**src/logic/touch_key_consts.svh**
```systemverilog
`ifndef TOUCH_KEY_CONSTS_SVH
`define TOUCH_KEY_CONSTS_SVH
// ****************************************
// Register offsets
// ****************************************
`define OFS_FIFO_FIRST     8'h18
`define OFS_FIFO_LAST      8'h1F
`define OFS_FILTER_MODE    8'h20
`define OFS_WAIT_TIME      8'h21
`define OFS_INTERVAL       8'h22
`define OFS_INTEGRATION    8'h23
`define OFS_SENSE_CTRL     8'h25
`define OFS_IRQ_MASK       8'h26
`define OFS_IRQ_CLEAR      8'h27
`define OFS_FILT_SAMPLES   8'h28
`define OFS_FILT_LIMIT     8'h29
`define OFS_RANGE_SHIFT    8'h2A
`define OFS_VARIANCE_BASE  8'h30
`define OFS_AMBIENT_VAR    8'h40
`define OFS_LIMIT_BASE     8'h50
`define OFS_EXCEED_BASE    8'h60
`define OFS_REF_BASE       8'h70
`define OFS_LIVE_BASE      8'h80
`define OFS_IRQ_PENDING    8'h92
// ****************************************
// Field positions
// ****************************************
`define BIT_FILTER_EN      0
`define BIT_MODE_LO        1
`define BIT_MODE_HI        2
`define BIT_HOLD           0
`define BIT_HOST_COND      1
`define BIT_HOST_UNCOND    2
`define BIT_FORCE_ACTIVE   3
`define BIT_EOC            3
// ****************************************
// Reset values
// ****************************************
`define RST_FILTER_MODE    8'h04
`define RST_WAIT_TIME      8'h27
`define RST_INTERVAL       8'h30
`define RST_INTEGRATION    8'h0F
`define RST_IRQ_MASK       8'h08
`define RST_VARIANCE       7'h08
`define RST_AMBIENT_VAR    7'h04
`define RST_LIMIT          8'h01
`define RST_ZERO           8'h00
// ****************************************
// Timing counts, in sensor clock periods
// ****************************************
`define WAIT_MULT          16'h0040
`define WAIT_ADD           16'h0001
`define INTERVAL_MULT      16'h0032
`endif

```
**src/logic/touch_key_pkg.sv**
```systemverilog
package touch_key_pkg;
    typedef struct packed {
        logic       wr;
        logic       rd;
        logic [7:0] addr;
        logic [7:0] wdata;
    } reg_req_t;

    typedef enum logic [1:0] {
        MODE_RESERVED  = 2'h0,
        MODE_STRONGEST = 2'h1,
        MODE_ALL_ABOVE = 2'h2,
        MODE_TWO_BEST  = 2'h3
    } filter_mode_t;

    typedef enum logic [2:0] {
        CAL_IDLE    = 3'b001,
        CAL_CAPTURE = 3'b010,
        CAL_DONE    = 3'b100
    } cal_state_t;

    typedef logic [7:0] chan_byte_t [8];
endpackage

```
**src/logic/touch_key_sense_control.sv**
```systemverilog
`timescale 1ns/1ps
`include "touch_key_consts.svh"
module touch_key_sense_control
    import touch_key_pkg::*;
(
    input  wire logic       clock_i,
    input  wire logic       sys_rst_i,
    input  wire reg_req_t   reg_req_i,
    output logic [7:0]      reg_rdata_o,
    input  wire logic       sense_tick_i,
    input  wire logic [63:0] sense_level_i,
    input  wire logic       warm_rst_i,
    input  wire logic       fifo_irq_clear_i,
    output logic            fifo_irq_o,
    output logic            system_irq_group_o,
    output logic            low_power_o,
    output logic [6:0]      range_shift_o,
    output logic [7:0]      touch_state_o
);
    // ****************************************
    // Helpers
    // ****************************************
    function automatic logic [2:0] strongest(input chan_byte_t s, input logic [7:0] elig);
        logic [2:0] idx;
        logic [7:0] best;
        idx  = 3'h0;
        best = 8'h00;
        for (int i = 0; i < 8; i++) begin
            if (elig[i] && (s[i] > best || best == 8'h00)) begin
                best = s[i];
                idx  = 3'(i);
            end
        end
        return idx;
    endfunction

    function automatic logic wr_hit(input reg_req_t r, input logic [7:0] a);
        return r.wr && r.addr == a;
    endfunction

    // ****************************************
    // Registers
    // ****************************************
    logic [7:0] filter_mode_select_reg;
    logic [7:0] recal_wait_time_reg;
    logic [7:0] recal_interval_reg;
    logic [7:0] integration_length_reg;
    logic [7:0] sense_control_reg;
    logic [7:0] touch_irq_mask_reg;
    logic [7:0] touch_irq_clear_reg;
    logic [7:0] second_filter_samples_reg;
    logic [7:0] second_filter_limit_reg;
    logic [6:0] range_shift_capacitance_reg;
    logic [6:0] ambient_variance_reg;
    logic [6:0] channel_touch_variance_reg [8];
    chan_byte_t channel_valid_touch_limit_reg;
    chan_byte_t channel_exceed_count_reg;
    chan_byte_t channel_reference_level_reg;
    chan_byte_t channel_live_level_reg;
    chan_byte_t exceed_acc_reg;
    chan_byte_t filter_cnt_reg;
    logic       eoc_pending_reg;
    logic       fifo_irq_reg;
    logic [6:0] range_shift_reg;
    logic [7:0] touch_state_reg;
    logic [7:0] reg_rdata_reg;
    logic [7:0] integ_cnt_reg;
    logic [15:0] quiet_cnt_reg;
    logic [15:0] interval_cnt_reg;
    logic [7:0] fifo_mem [4];
    logic [1:0] fifo_wr_reg;
    logic [1:0] fifo_rd_reg;
    logic [2:0] fifo_cnt_reg;
    cal_state_t cal_state_reg;
    cal_state_t cal_state_next;

    logic       hold;
    logic       integ_end;
    logic [7:0] raw_touch;
    logic [7:0] afs_touch;
    logic [7:0] result_touch;
    logic [2:0] first_idx;
    logic [2:0] second_idx;
    logic       no_touch;
    logic       quiet_done;
    logic       interval_done;
    logic       auto_cal;
    logic       host_cal;
    logic       eoc_event;
    logic       fifo_push;
    logic       fifo_pop;
    logic [15:0] wait_ticks;
    logic [15:0] interval_ticks;

    assign hold = sense_control_reg[`BIT_HOLD];

    // ****************************************
    // Register writes
    // ****************************************
    always_ff @(posedge clock_i or posedge sys_rst_i) begin
        if (sys_rst_i) begin
            filter_mode_select_reg    <= `RST_FILTER_MODE;
            recal_wait_time_reg       <= `RST_WAIT_TIME;
            recal_interval_reg        <= `RST_INTERVAL;
            integration_length_reg    <= `RST_INTEGRATION;
            touch_irq_mask_reg        <= `RST_IRQ_MASK;
            touch_irq_clear_reg       <= `RST_ZERO;
            second_filter_samples_reg <= `RST_ZERO;
            second_filter_limit_reg   <= `RST_ZERO;
            range_shift_capacitance_reg <= 7'h00;
            ambient_variance_reg      <= `RST_AMBIENT_VAR;
            for (int i = 0; i < 8; i++) begin
                channel_touch_variance_reg[i]    <= `RST_VARIANCE;
                channel_valid_touch_limit_reg[i] <= `RST_LIMIT;
            end
        end else if (reg_req_i.wr) begin
            unique case (reg_req_i.addr)
                `OFS_FILTER_MODE:  filter_mode_select_reg <= {5'h00, reg_req_i.wdata[2:0]};
                `OFS_WAIT_TIME:    recal_wait_time_reg <= reg_req_i.wdata;
                `OFS_INTERVAL:     recal_interval_reg <= reg_req_i.wdata;
                `OFS_INTEGRATION:  integration_length_reg <= reg_req_i.wdata;
                `OFS_IRQ_MASK:     touch_irq_mask_reg <= reg_req_i.wdata & `RST_IRQ_MASK;
                `OFS_IRQ_CLEAR:    touch_irq_clear_reg <= reg_req_i.wdata & `RST_IRQ_MASK;
                `OFS_FILT_SAMPLES: second_filter_samples_reg <= reg_req_i.wdata;
                `OFS_FILT_LIMIT:   second_filter_limit_reg <= reg_req_i.wdata;
                `OFS_RANGE_SHIFT:  range_shift_capacitance_reg <= reg_req_i.wdata[6:0];
                `OFS_AMBIENT_VAR:  ambient_variance_reg <= reg_req_i.wdata[6:0];
                default: begin
                    for (int i = 0; i < 8; i++) begin
                        if (reg_req_i.addr == `OFS_VARIANCE_BASE + 8'(i))
                            channel_touch_variance_reg[i] <= reg_req_i.wdata[6:0];
                        if (reg_req_i.addr == `OFS_LIMIT_BASE + 8'(i))
                            channel_valid_touch_limit_reg[i] <= reg_req_i.wdata;
                    end
                end
            endcase
        end
    end

    // ****************************************
    // Control register with self-clearing bits
    // ****************************************
    always_ff @(posedge clock_i or posedge sys_rst_i) begin
        if (sys_rst_i) begin
            sense_control_reg <= `RST_ZERO;
        end else if (wr_hit(reg_req_i, `OFS_SENSE_CTRL)) begin
            sense_control_reg <= {4'h0, reg_req_i.wdata[3:0]};
        end else if (cal_state_reg == CAL_DONE) begin
            sense_control_reg[`BIT_HOST_UNCOND] <= 1'b0;
            sense_control_reg[`BIT_HOST_COND]   <= 1'b0;
        end
    end

    // ****************************************
    // Range shift applied at warm reset
    // ****************************************
    always_ff @(posedge clock_i or posedge sys_rst_i) begin
        if (sys_rst_i) begin
            range_shift_reg <= 7'h00;
        end else if (warm_rst_i) begin
            range_shift_reg <= range_shift_capacitance_reg;
        end
    end
    assign range_shift_o = range_shift_reg;

    // ****************************************
    // Integration and strength
    // ****************************************
    assign integ_end = sense_tick_i &&
        (integ_cnt_reg + 8'h01 >= integration_length_reg || integration_length_reg == 8'h00);

    always_ff @(posedge clock_i or posedge sys_rst_i) begin
        if (sys_rst_i) begin
            integ_cnt_reg <= 8'h00;
        end else if (integ_end) begin
            integ_cnt_reg <= 8'h00;
        end else if (sense_tick_i) begin
            integ_cnt_reg <= integ_cnt_reg + 8'h01;
        end
    end

    always_ff @(posedge clock_i or posedge sys_rst_i) begin
        if (sys_rst_i) begin
            for (int i = 0; i < 8; i++) begin
                channel_live_level_reg[i]   <= 8'h00;
                exceed_acc_reg[i]           <= 8'h00;
                channel_exceed_count_reg[i] <= 8'h00;
            end
        end else if (sense_tick_i) begin
            for (int i = 0; i < 8; i++) begin
                channel_live_level_reg[i] <= sense_level_i[i*8 +: 8];
                if (integ_end) begin
                    exceed_acc_reg[i] <= 8'h00;
                    channel_exceed_count_reg[i] <= exceed_acc_reg[i] +
                        8'(sense_level_i[i*8 +: 8] < channel_reference_level_reg[i] &&
                           exceed_acc_reg[i] < integration_length_reg);
                end else if (sense_level_i[i*8 +: 8] < channel_reference_level_reg[i] &&
                             exceed_acc_reg[i] < integration_length_reg) begin
                    exceed_acc_reg[i] <= exceed_acc_reg[i] + 8'h01;
                end
            end
        end
    end

    // ****************************************
    // Advanced filtering
    // ****************************************
    always_comb begin
        for (int i = 0; i < 8; i++) begin
            raw_touch[i] = channel_exceed_count_reg[i] >= channel_valid_touch_limit_reg[i];
        end
    end

    assign first_idx  = strongest(channel_exceed_count_reg, raw_touch);
    assign second_idx = strongest(channel_exceed_count_reg, raw_touch & ~(8'h01 << first_idx));

    always_comb begin
        afs_touch = 8'h00;
        unique case (filter_mode_t'(filter_mode_select_reg[`BIT_MODE_HI:`BIT_MODE_LO]))
            MODE_STRONGEST: begin
                afs_touch = (8'h01 << first_idx) & raw_touch;
            end
            MODE_TWO_BEST: begin
                afs_touch = ((8'h01 << first_idx) | (8'h01 << second_idx)) & raw_touch;
            end
            MODE_ALL_ABOVE, MODE_RESERVED: begin
                afs_touch = raw_touch;
            end
        endcase
    end

    // ****************************************
    // Second-level filter
    // ****************************************
    always_ff @(posedge clock_i or posedge sys_rst_i) begin
        if (sys_rst_i) begin
            for (int i = 0; i < 8; i++) begin
                filter_cnt_reg[i] <= 8'h00;
            end
        end else if (integ_end) begin
            for (int i = 0; i < 8; i++) begin
                filter_cnt_reg[i] <= 8'h00;
            end
        end else if (sense_tick_i && integ_cnt_reg < second_filter_samples_reg) begin
            for (int i = 0; i < 8; i++) begin
                if (afs_touch[i] && filter_cnt_reg[i] != 8'hFF)
                    filter_cnt_reg[i] <= filter_cnt_reg[i] + 8'h01;
            end
        end
    end

    always_comb begin
        for (int i = 0; i < 8; i++) begin
            result_touch[i] = filter_mode_select_reg[`BIT_FILTER_EN] ?
                (filter_cnt_reg[i] > second_filter_limit_reg) : afs_touch[i];
        end
    end

    always_ff @(posedge clock_i or posedge sys_rst_i) begin
        if (sys_rst_i) begin
            touch_state_reg <= 8'h00;
        end else if (integ_end) begin
            touch_state_reg <= result_touch;
        end
    end
    assign touch_state_o = touch_state_reg;

    // ****************************************
    // Touch event FIFO
    // ****************************************
    assign fifo_push = integ_end && result_touch != touch_state_reg && fifo_cnt_reg != 3'h4;
    assign fifo_pop  = reg_req_i.rd && reg_req_i.addr == `OFS_FIFO_FIRST + 8'h01 &&
                       fifo_cnt_reg != 3'h0;

    always_ff @(posedge clock_i or posedge sys_rst_i) begin
        if (sys_rst_i) begin
            fifo_wr_reg  <= 2'h0;
            fifo_rd_reg  <= 2'h0;
            fifo_cnt_reg <= 3'h0;
            for (int i = 0; i < 4; i++) begin
                fifo_mem[i] <= 8'h00;
            end
        end else begin
            if (fifo_push) begin
                fifo_mem[fifo_wr_reg] <= result_touch;
                fifo_wr_reg <= fifo_wr_reg + 2'h1;
            end
            if (fifo_pop) begin
                fifo_rd_reg <= fifo_rd_reg + 2'h1;
            end
            fifo_cnt_reg <= fifo_cnt_reg + 3'(fifo_push) - 3'(fifo_pop);
        end
    end

    always_ff @(posedge clock_i or posedge sys_rst_i) begin
        if (sys_rst_i) begin
            fifo_irq_reg <= 1'b0;
        end else if (fifo_push) begin
            fifo_irq_reg <= 1'b1;
        end else if (fifo_irq_clear_i && fifo_cnt_reg == 3'h0) begin
            fifo_irq_reg <= 1'b0;
        end
    end
    assign fifo_irq_o = fifo_irq_reg;

    // ****************************************
    // Calibration timing
    // ****************************************
    assign no_touch       = raw_touch == 8'h00;
    assign wait_ticks     = 16'(recal_wait_time_reg) * `WAIT_MULT + `WAIT_ADD;
    assign interval_ticks = 16'(recal_interval_reg) * `INTERVAL_MULT;
    assign quiet_done     = quiet_cnt_reg >= wait_ticks;
    assign interval_done  = interval_cnt_reg >= interval_ticks;
    assign auto_cal       = !hold && quiet_done && interval_done;
    assign host_cal       = hold && (sense_control_reg[`BIT_HOST_UNCOND] ||
                            (sense_control_reg[`BIT_HOST_COND] && no_touch));

    always_ff @(posedge clock_i or posedge sys_rst_i) begin
        if (sys_rst_i) begin
            quiet_cnt_reg <= 16'h0000;
        end else if (!no_touch) begin
            quiet_cnt_reg <= 16'h0000;
        end else if (sense_tick_i && !quiet_done) begin
            quiet_cnt_reg <= quiet_cnt_reg + 16'h0001;
        end
    end

    always_ff @(posedge clock_i or posedge sys_rst_i) begin
        if (sys_rst_i) begin
            interval_cnt_reg <= 16'h0000;
        end else if (cal_state_reg == CAL_DONE) begin
            interval_cnt_reg <= 16'h0000;
        end else if (sense_tick_i && !interval_done) begin
            interval_cnt_reg <= interval_cnt_reg + 16'h0001;
        end
    end

    always_comb begin
        cal_state_next = cal_state_reg;
        unique case (cal_state_reg)
            CAL_IDLE:    if (auto_cal || host_cal) cal_state_next = CAL_CAPTURE;
            CAL_CAPTURE: cal_state_next = CAL_DONE;
            CAL_DONE:    cal_state_next = CAL_IDLE;
            default:     cal_state_next = CAL_IDLE;
        endcase
    end

    always_ff @(posedge clock_i or posedge sys_rst_i) begin
        if (sys_rst_i) begin
            cal_state_reg <= CAL_IDLE;
        end else begin
            cal_state_reg <= cal_state_next;
        end
    end

    always_ff @(posedge clock_i or posedge sys_rst_i) begin
        if (sys_rst_i) begin
            for (int i = 0; i < 8; i++) begin
                channel_reference_level_reg[i] <= 8'h00;
            end
        end else if (cal_state_reg == CAL_CAPTURE) begin
            channel_reference_level_reg <= channel_live_level_reg;
        end
    end

    // ****************************************
    // End-of-calibration interrupt
    // ****************************************
    assign eoc_event = cal_state_reg == CAL_DONE;

    always_ff @(posedge clock_i or posedge sys_rst_i) begin
        if (sys_rst_i) begin
            eoc_pending_reg <= 1'b0;
        end else if (eoc_event) begin
            eoc_pending_reg <= 1'b1;
        end else if (wr_hit(reg_req_i, `OFS_IRQ_CLEAR) && reg_req_i.wdata[`BIT_EOC]) begin
            eoc_pending_reg <= 1'b0;
        end
    end

    assign system_irq_group_o = eoc_pending_reg && !touch_irq_mask_reg[`BIT_EOC];
    assign low_power_o = !sense_control_reg[`BIT_FORCE_ACTIVE] && quiet_done &&
                         cal_state_reg == CAL_IDLE;

    // ****************************************
    // Register reads
    // ****************************************
    always_ff @(posedge clock_i or posedge sys_rst_i) begin
        if (sys_rst_i) begin
            reg_rdata_reg <= 8'h00;
        end else if (reg_req_i.rd) begin
            reg_rdata_reg <= 8'h00;
            unique case (reg_req_i.addr)
                `OFS_FILTER_MODE:  reg_rdata_reg <= filter_mode_select_reg;
                `OFS_WAIT_TIME:    reg_rdata_reg <= recal_wait_time_reg;
                `OFS_INTERVAL:     reg_rdata_reg <= recal_interval_reg;
                `OFS_INTEGRATION:  reg_rdata_reg <= integration_length_reg;
                `OFS_SENSE_CTRL:   reg_rdata_reg <= sense_control_reg;
                `OFS_IRQ_MASK:     reg_rdata_reg <= touch_irq_mask_reg;
                `OFS_IRQ_CLEAR:    reg_rdata_reg <= touch_irq_clear_reg;
                `OFS_FILT_SAMPLES: reg_rdata_reg <= second_filter_samples_reg;
                `OFS_FILT_LIMIT:   reg_rdata_reg <= second_filter_limit_reg;
                `OFS_RANGE_SHIFT:  reg_rdata_reg <= {1'b0, range_shift_capacitance_reg};
                `OFS_AMBIENT_VAR:  reg_rdata_reg <= {1'b0, ambient_variance_reg};
                `OFS_IRQ_PENDING:  reg_rdata_reg <= {4'h0, eoc_pending_reg, 3'h0};
                default: begin
                    for (int k = 0; k < 4; k++) begin
                        if (reg_req_i.addr == `OFS_FIFO_FIRST + 8'(2*k) &&
                            fifo_cnt_reg > 3'(k))
                            reg_rdata_reg <= fifo_mem[fifo_rd_reg + 2'(k)];
                    end
                    for (int i = 0; i < 8; i++) begin
                        if (reg_req_i.addr == `OFS_VARIANCE_BASE + 8'(i))
                            reg_rdata_reg <= {1'b0, channel_touch_variance_reg[i]};
                        if (reg_req_i.addr == `OFS_LIMIT_BASE + 8'(i))
                            reg_rdata_reg <= channel_valid_touch_limit_reg[i];
                        if (reg_req_i.addr == `OFS_EXCEED_BASE + 8'(i))
                            reg_rdata_reg <= channel_exceed_count_reg[i];
                        if (reg_req_i.addr == `OFS_REF_BASE + 8'(i))
                            reg_rdata_reg <= channel_reference_level_reg[i];
                        if (reg_req_i.addr == `OFS_LIVE_BASE + 8'(i))
                            reg_rdata_reg <= channel_live_level_reg[i];
                    end
                end
            endcase
        end
    end
    assign reg_rdata_o = reg_rdata_reg;
endmodule

```
**config.mk**
```make
export PLATFORM = sky130hd
export DESIGN_NAME = touch_key_sense_control
export DESIGN_NICKNAME = d
export VERILOG_FILES = /design/src/logic/touch_key_pkg.sv /design/src/logic/touch_key_sense_control.sv
export VERILOG_INCLUDE_DIRS = /design/src /design/src/logic
export SDC_FILE = /design/constraint.sdc
export NUM_CORES = 2
export LEC_CHECK = 0
export BUFFER_PORTS_ARGS = -buffer_cell sky130_fd_sc_hd__buf_4
export CAP_MARGIN = 0
export CELL_PAD_IN_SITES_DETAIL_PLACEMENT = 0
export CELL_PAD_IN_SITES_GLOBAL_PLACEMENT = 1
export CORE_MARGIN = 5
export CORE_UTILIZATION = 33
export DETAILED_ROUTE_END_ITERATION = 10
export PLACE_DENSITY = 0.68
export SYNTH_ARGS = -nofsm -noshare
export SYNTH_HDL_FRONTEND = slang
export SYNTH_SLANG_ARGS = --single-unit
```
**constraint.sdc**
```tcl
create_clock -name clock_i -period 35.8 [get_ports clock_i]
set_input_delay 3.58 -clock clock_i [delete_from_list [all_inputs] [get_ports clock_i]]
set_output_delay 3.58 -clock clock_i [all_outputs]
set_load 0.03 [all_outputs]
```
Yosys cells after proc, flatten, opt, wreduce, memory -nomap -nowiden
Index checks and enable logic that the tools add are counted.
{"block": "classes", "n_addsub": 34, "mul": 1, "magnitude_cmp": 60, "eq_ne": 75, "n_shift": 2, "mux": 137, "bitwise": 11, "n_reduce_logical": 162}
{"operator": "8-bit two-way mux", "count": 93}
{"operator": "8-bit by 7-bit == test with 1-bit output, second input constant", "count": 25}
{"operator": "8-bit > comparator", "count": 22}
{"operator": "8-bit by 6-bit == test with 1-bit output, second input constant", "count": 18}
{"operator": "8-bit by 1-bit adder with 8-bit output, second input constant", "count": 17}
{"operator": "8-bit < comparator", "count": 17}
{"operator": "8-bit logical NOT", "count": 16}
{"operator": "64-bit two-way mux", "count": 2}
{"operator": "8-bit one-hot mux with 12 select lines", "count": 1}
{"operator": "8-bit == test, second input constant", "count": 9}
{"operator": "8-bit greater-or-equal comparator", "count": 9}
{"operator": "8-bit by 1-bit adder with 8-bit output", "count": 8}
{"operator": "8-bit binary-select mux with 2-bit select", "count": 4}
{"operator": "16-bit two-way mux", "count": 4}
{"operator": "8-bit inequality test, second input constant", "count": 8}
{"operator": "1-bit logical AND", "count": 54}
{"operator": "2-bit AND reduction", "count": 27}
{"operator": "3-bit AND reduction", "count": 16}
{"operator": "2-bit nonzero test", "count": 22}
{"operator": "8-bit by 5-bit == test with 1-bit output, second input constant", "count": 5}
{"operator": "3-bit two-way mux", "count": 13}
{"operator": "16-bit by 1-bit adder with 16-bit output, second input constant", "count": 2}
{"operator": "32-bit bitwise mux", "count": 1}
{"operator": "8-bit AND", "count": 3}
{"operator": "other kinds (38)", "count": 86}
{"block": "word_totals", "regBits": 610, "inputBits": 87, "output_inout_bits": 26, "wordCells": 566}

Longest topological paths before layout
{"block": "logic_depth", "word_depth": 72, "ltp_mapped": 194, "depth_no_buf": 182}

Worst setup path before layout
Ideal clock, no wire load.
{"block": "synth_timing", "path_type": "reg2reg", "from": "register channel_exceed_count_reg[58] (netlist bit)", "to": "register fifo_cnt_reg[2]", "setup_time_ns": 0.123, "arrival_ns": 31.322, "required_ns": 35.677, "path_slack_ns": 4.355, "stages_incl_launch_ff": 183, "path_buffers": 18, "synth_period_minus_slack_ns": 31.445, "path_cell_list": "dfrtp_1 > ha_1 > nand2_1 > o21ai_1 > nand3_1 > a32oi_1 > clkbuf_1 > clkbuf_1 > buf_1 > nand2_1 > ha_1 > a21oi_1 > o21ai_0 > o22ai_1 > a21oi_1 > nor2_1 > a22oi_1 > ha_1 > [147 not listed] > a21oi_1 > o21ai_0 > o21a_1 > inv_1 > o21ai_0 > a211oi_1 > buf_2 > nand3_1 > a41o_1 > o22ai_1 > nor3_4 > nor2b_1 > inv_1 > ha_1 > inv_1 > ha_1 > fa_1 > xnor2_1"}
{"block": "synth_between", "elab_chain_len": 72, "elab_cells_between_ends": 106, "classes_between": "2 x add/sub; 15 x order compare; 1 x eq/ne; 2 x shift; 37 x mux; 5 x bitwise; 44 x reduce/logical"}
{"item": "start, declared", "line_no": "touch_key_sense_control.sv:57", "source": "chan_byte_t channel_exceed_count_reg;"}
{"item": "start signal, assigned by index", "line_no": "touch_key_sense_control.sv:194", "source": "channel_exceed_count_reg[i] <= exceed_acc_reg[i] +"}
{"item": "8-bit greater-or-equal comparator", "line_no": "touch_key_sense_control.sv:210", "source": "raw_touch[i] = channel_exceed_count_reg[i] >= channel_valid_touch_limit_reg[i];"}
{"item": "8-bit two-way mux", "line_no": "touch_key_sense_control.sv:29", "source": "if (elig[i] && (s[i] > best || best == 8'h00)) begin"}
{"item": "8-bit > comparator or 8-bit logical NOT (tied branches)", "line_no": "touch_key_sense_control.sv:29"}
{"item": "1-bit logical OR", "line_no": "touch_key_sense_control.sv:29"}
{"item": "1-bit logical AND", "line_no": "touch_key_sense_control.sv:29"}
{"item": "8-bit two-way mux", "line_no": "touch_key_sense_control.sv:29"}
{"item": "8-bit > comparator or 8-bit logical NOT (tied branches)", "line_no": "touch_key_sense_control.sv:29"}
{"item": "1-bit logical OR", "line_no": "touch_key_sense_control.sv:29"}
{"item": "[55 not listed]"}
{"item": "8-bit OR", "line_no": "touch_key_sense_control.sv:224", "source": "afs_touch = ((8'h01 << first_idx) | (8'h01 << second_idx)) & raw_touch;"}
{"item": "8-bit AND", "line_no": "touch_key_sense_control.sv:224"}
{"item": "8-bit one-hot mux with 3 select lines *", "line_no": "touch_key_sense_control.sv:219", "source": "unique case (filter_mode_t'(filter_mode_select_reg[`BIT_MODE_HI:`BIT_MODE_LO]))"}
{"item": "1-bit two-way mux", "line_no": "touch_key_sense_control.sv:254", "source": "result_touch[i] = filter_mode_select_reg[`BIT_FILTER_EN] ?"}
{"item": "8-bit inequality test *", "line_no": "touch_key_sense_control.sv:271", "source": "assign fifo_push = integ_end && result_touch != touch_state_reg && fifo_cnt_reg != 3'h4;"}
{"item": "1-bit logical AND * (2 in a row)", "line_no": "touch_key_sense_control.sv:271"}
{"item": "3-bit by 1-bit adder with 3-bit output *", "line_no": "touch_key_sense_control.sv:291", "source": "fifo_cnt_reg <= fifo_cnt_reg + 3'(fifo_push) - 3'(fifo_pop);"}
{"item": "3-bit by 1-bit subtractor with 3-bit output *", "line_no": "touch_key_sense_control.sv:291"}
{"item": "end signal, assigned", "line_no": "touch_key_sense_control.sv:291"}
{"item": "end, declared", "line_no": "touch_key_sense_control.sv:73", "source": "logic [2:0] fifo_cnt_reg;"}
Mark *: on every way between the ends. The rest lies on a longest branch, timed or not.
A chain may end at the register's enable or synchronous reset.

Final worst setup path
{"block": "layout_timing", "from": "register channel_exceed_count_reg[57] (netlist bit)", "to": "register fifo_cnt_reg[2]"}
Same word-level chain as after synthesis.

==> impl_metrics.py <==
metrics = {
    "critical_path": {
        "critPathKind": "reg -> reg",
        "cpMaxStageDelayCell": "dfrtp_1",
        "cpPeakStageDelay_ns": 0.52,
        "r2r_slack_ns": 2.99,
        "cp_data_required_time_ns": 36.32,
        "cp-end-kind": "flip-flop",
        "cp_data_arrival_time_ns": 33.33,
        "path_max_fanout": 20,
        "cp_common_cell": "a21oi_1",
        "cp-start-kind": "flip-flop",
    },
    "floorplanning": {
        "io_pins": 113,
        "std_cell_rows": 130,
        "die_area_sq_mm": 0.133,
        "design.core.area_sq_mm": 0.126,
        "start_util": 0.332,
        "die_height_um": 365,
        "die_w_um": 365,
    },
    "timing": {
        "finalHoldViolCount": 0,
        "setup_violations": 0,
        "setup_slack_ns": 2.99,
        "fmax_mhz": 30.5,
        "slew_headroom": 0.226,
        "tightestPinTransition_ns": 1.16,
        "final_max_slew_viol_count": 0,
        "skew_ns": 0.0244,
        "fin_crit_ns": 32.81,
        "post-route-period-util": 0.916,
    },
    "cells_and_area": {
        "multi_input_area_sq_mm": 0.0250,
        "area_growth_pct": 13.8,
        "seq_area_sq_mm": 0.0153,
        "layout_commonest_cell": "dfrtp_1",
        "nFillCells": 12700,
        "most-common-layout-cells": "dfrtp_1 (580), nand2_1 (484), ha_1 (461), o21ai_0 (377), nor2_1 (368)",
        "finalNetCount": 5207,
        "drive_above_1_share": 0.135,
        "fin_area_sq_mm": 0.0474,
    },
    "global_routing": {
        "antenna_found_initial": 4,
        "grt_max_degree": 140,
        "grt_pass1_vias": 34500,
        "grt_pass1_wl_mm": 229,
        "grt_overflow": 0,
        "grt.total_usage": 0.227,
    },
    "power_and_ir_drop": {
        "p_leak_nw": 20.9,
        "ir_drop_mv": 0.121,
        "power-per-cell-area_mw_per_mm2": 77.7,
    },
    "routing": {
        "dr.pass1.iters": 6,
        "drt-total-wl_mm": 153,
        "vias": 35600,
        "drc": 0,
        "viasPerCell": 5.60,
        "routedWlPerCell_um": 24.1,
        "ant_nets": 0,
        "drt_iter0_markers": 3177,
    },
    "job": {
        "cap_violations": 0,
    },
    "placed_design": {
        "gp_congestion": 0.941,
        "portBuffers": 112,
        "post-dp-hpwl_mm": 114,
        "place_ws_ns": 0.331,
        "dpl_cell_area_sq_mm": 0.0447,
    },
    "synthesis": {
        "synth-main-ff-cell": "dfrtp_1",
        "synth_edf_count": 0,
        "synthTopCellsByArea": "dfrtp_1 (35%), ha_1 (14%), mux2_2 (6.4%)",
        "syn_inst": 4535,
        "synthArstFlopShare": 1.00,
        "synth_area_sq_mm": 0.0417,
        "yosysWarnings": 0,
        "syn_nets": 5087,
        "yosysSeqAreaShare": 0.367,
        "avgSynthCellArea_sq_um": 9.19,
        "yosysTopAreaCellShare": 0.348,
        "yosysTopAreaCell": "dfrtp_1",
        "yosysUniqueCellTypes": 92,
        "synth_seq_cells": 610,
    },
    "cts": {
        "ctsHoldBuffers": 0,
        "clock_sinks": 610,
        "cts_buffers": 75,
        "cts_tree": "built",
        "clockRootBuffer": "clkbuf_16",
        "clkTransAtPathRegs_ns": 0.06,
        "clockBufferDepth": 3,
        "htreeDepth": 3,
        "clock_latency_ns": 0.66,
    },
    "outcome": {
        "status": "finished, final reports clean",
    },
    "worst_hold_path": {
        "min_path_type": "reg -> reg",
    },
}
[metal layers]
| metal | up-vias | routed length [um] | share of wire | global-route usage |
|---|---|---|---|---|
| met5 | - | 13 | 0.000085 | 0 |
| met2 | 1292 | 65000 | 0.42 | 0.339 |
| met1 | 17500 | 70000 | 0.46 | 0.322 |
| met4 | 2 | 6680 | 0.044 | 0.0906 |
| met3 | 256 | 11600 | 0.076 | 0.0446 |
| li1 | 16600 | - | - | - |
[layout make-up]
class,instances,share of cell area
diodes,1,0.0000528
clock buffers,120,0.0481
clock inverters,20,0.00618
inverters,254,0.0203
multi-input cells,3516,0.527
flip-flops and latches,610,0.323
well taps,1650,0.0435
repair buffers,198,0.0319
[metrics by stage]
| stage | std cells | utilization | setup TNS (ns) | hold WS [ns] | power [W] |
|---|---|---|---|---|---|
| 2_1_floorplan | 4535 | - | 0 | 0.449 | 0.00222 |
| 3_3_place_gp | 6223 | 0.356 | 0 | 0.464 | 0.00275 |
| 3_5_place_dp | 6223 | 0.356 | 0 | 0.471 | 0.00276 |
| 4_1_cts | 6363 | 0.376 | 0 | 0.483 | 0.00358 |
| 5_1_grt | 6368 | 0.378 | -0.0222 | 0.505 | 0.00393 |
| 6_report | 6369 | 0.378 | 0 | 0.480 | 0.00368 |
[synthesized netlist by cell type (all sizes together), types with 5 or more instances]
library cell,count
o2111ai,6
o31ai,11
nand4,69
mux2,273
a21oi,236
a221o,6
nor3,69
o21a,30
o211ai,21
a31oi,27
a22oi,56
dfstp,30
dfrtp,580
o22ai,10
clkbuf,137
a22o,27
a32oi,12
nand2,486
mux2i,52
nand2b,83
nor2b,83
buf,18
a21o,87
or2,10
inv,253
or3,35
a31o,6
nor4,20
a211o,8
or4,5
nor3b,10
xor2,78
and2,13
and3,33
xnor2,93
o2bb2ai,10
nor2,373
a222oi,12
a211oi,38
o21ai,389
nand3,135
a221oi,56
a2111oi,9
a41oi,10
ha,461
[worst paths after layout]
check                                        startpoint                    endpoint  depth (start not counted)
setup reg to reg           channel_exceed_count_reg[57]             fifo_cnt_reg[2]                        175
setup / recovery           channel_exceed_count_reg[57]             fifo_cnt_reg[2]                        175
min in group asynchronous                     sys_rst_i   channel_live_level_reg[2]                          2
hold reg to reg              second_filter_limit_reg[2]  second_filter_limit_reg[2]                          2
hold / removal               second_filter_limit_reg[2]  second_filter_limit_reg[2]                          2
max in group asynchronous                     sys_rst_i          exceed_acc_reg[27]                          4
[worst max-delay path: cells and delay by family (launching register included)]
kind	cells	cell delay, ns
buf+inv	14	2.17
fa+ha+maj	18	5.09
xor+xnor	2	0.33
simple gates	40	6.16
flops	1	0.52
compound gates	97	17.34
mux	4	1.02
[power breakdown]
| part | switching (W) | internal (W) | total, W |
|---|---|---|---|
| Clock | 0.000324 | 0.000482 | 0.000806 |
| Combinational | 0.00131 | 0.000758 | 0.00207 |
| Sequential | 0.0000618 | 0.000744 | 0.000806 |
| Total | 0.00170 | 0.00198 | 0.00368 |
[what timing repair did]
| action | in CTS | in global routing |
|---|---|---|
| resized for setup | 0 | 23 |
| endpoints found under the setup margin | 0 | 110 |
| setup buffers | 0 | 5 |
[cells by family (layout without fill, tap and decap cells)]
logic type               count (synthesis)  count (layout)  synth area share
AND/OR/NAND/NOR                       1440            1440             0.161
AO/OA/AOI/OAI                         1111            1111             0.170
flip-flops                             610             610             0.367
adder cells (fa/ha/maj)                465             465             0.140
buffers and inverters                  409             592            0.0371
multiplexers                           329             329            0.0884
XOR/XNOR                               171             171            0.0359
other                                    0               1                 0
Note: power is estimated with default switching activity, not from simulation.
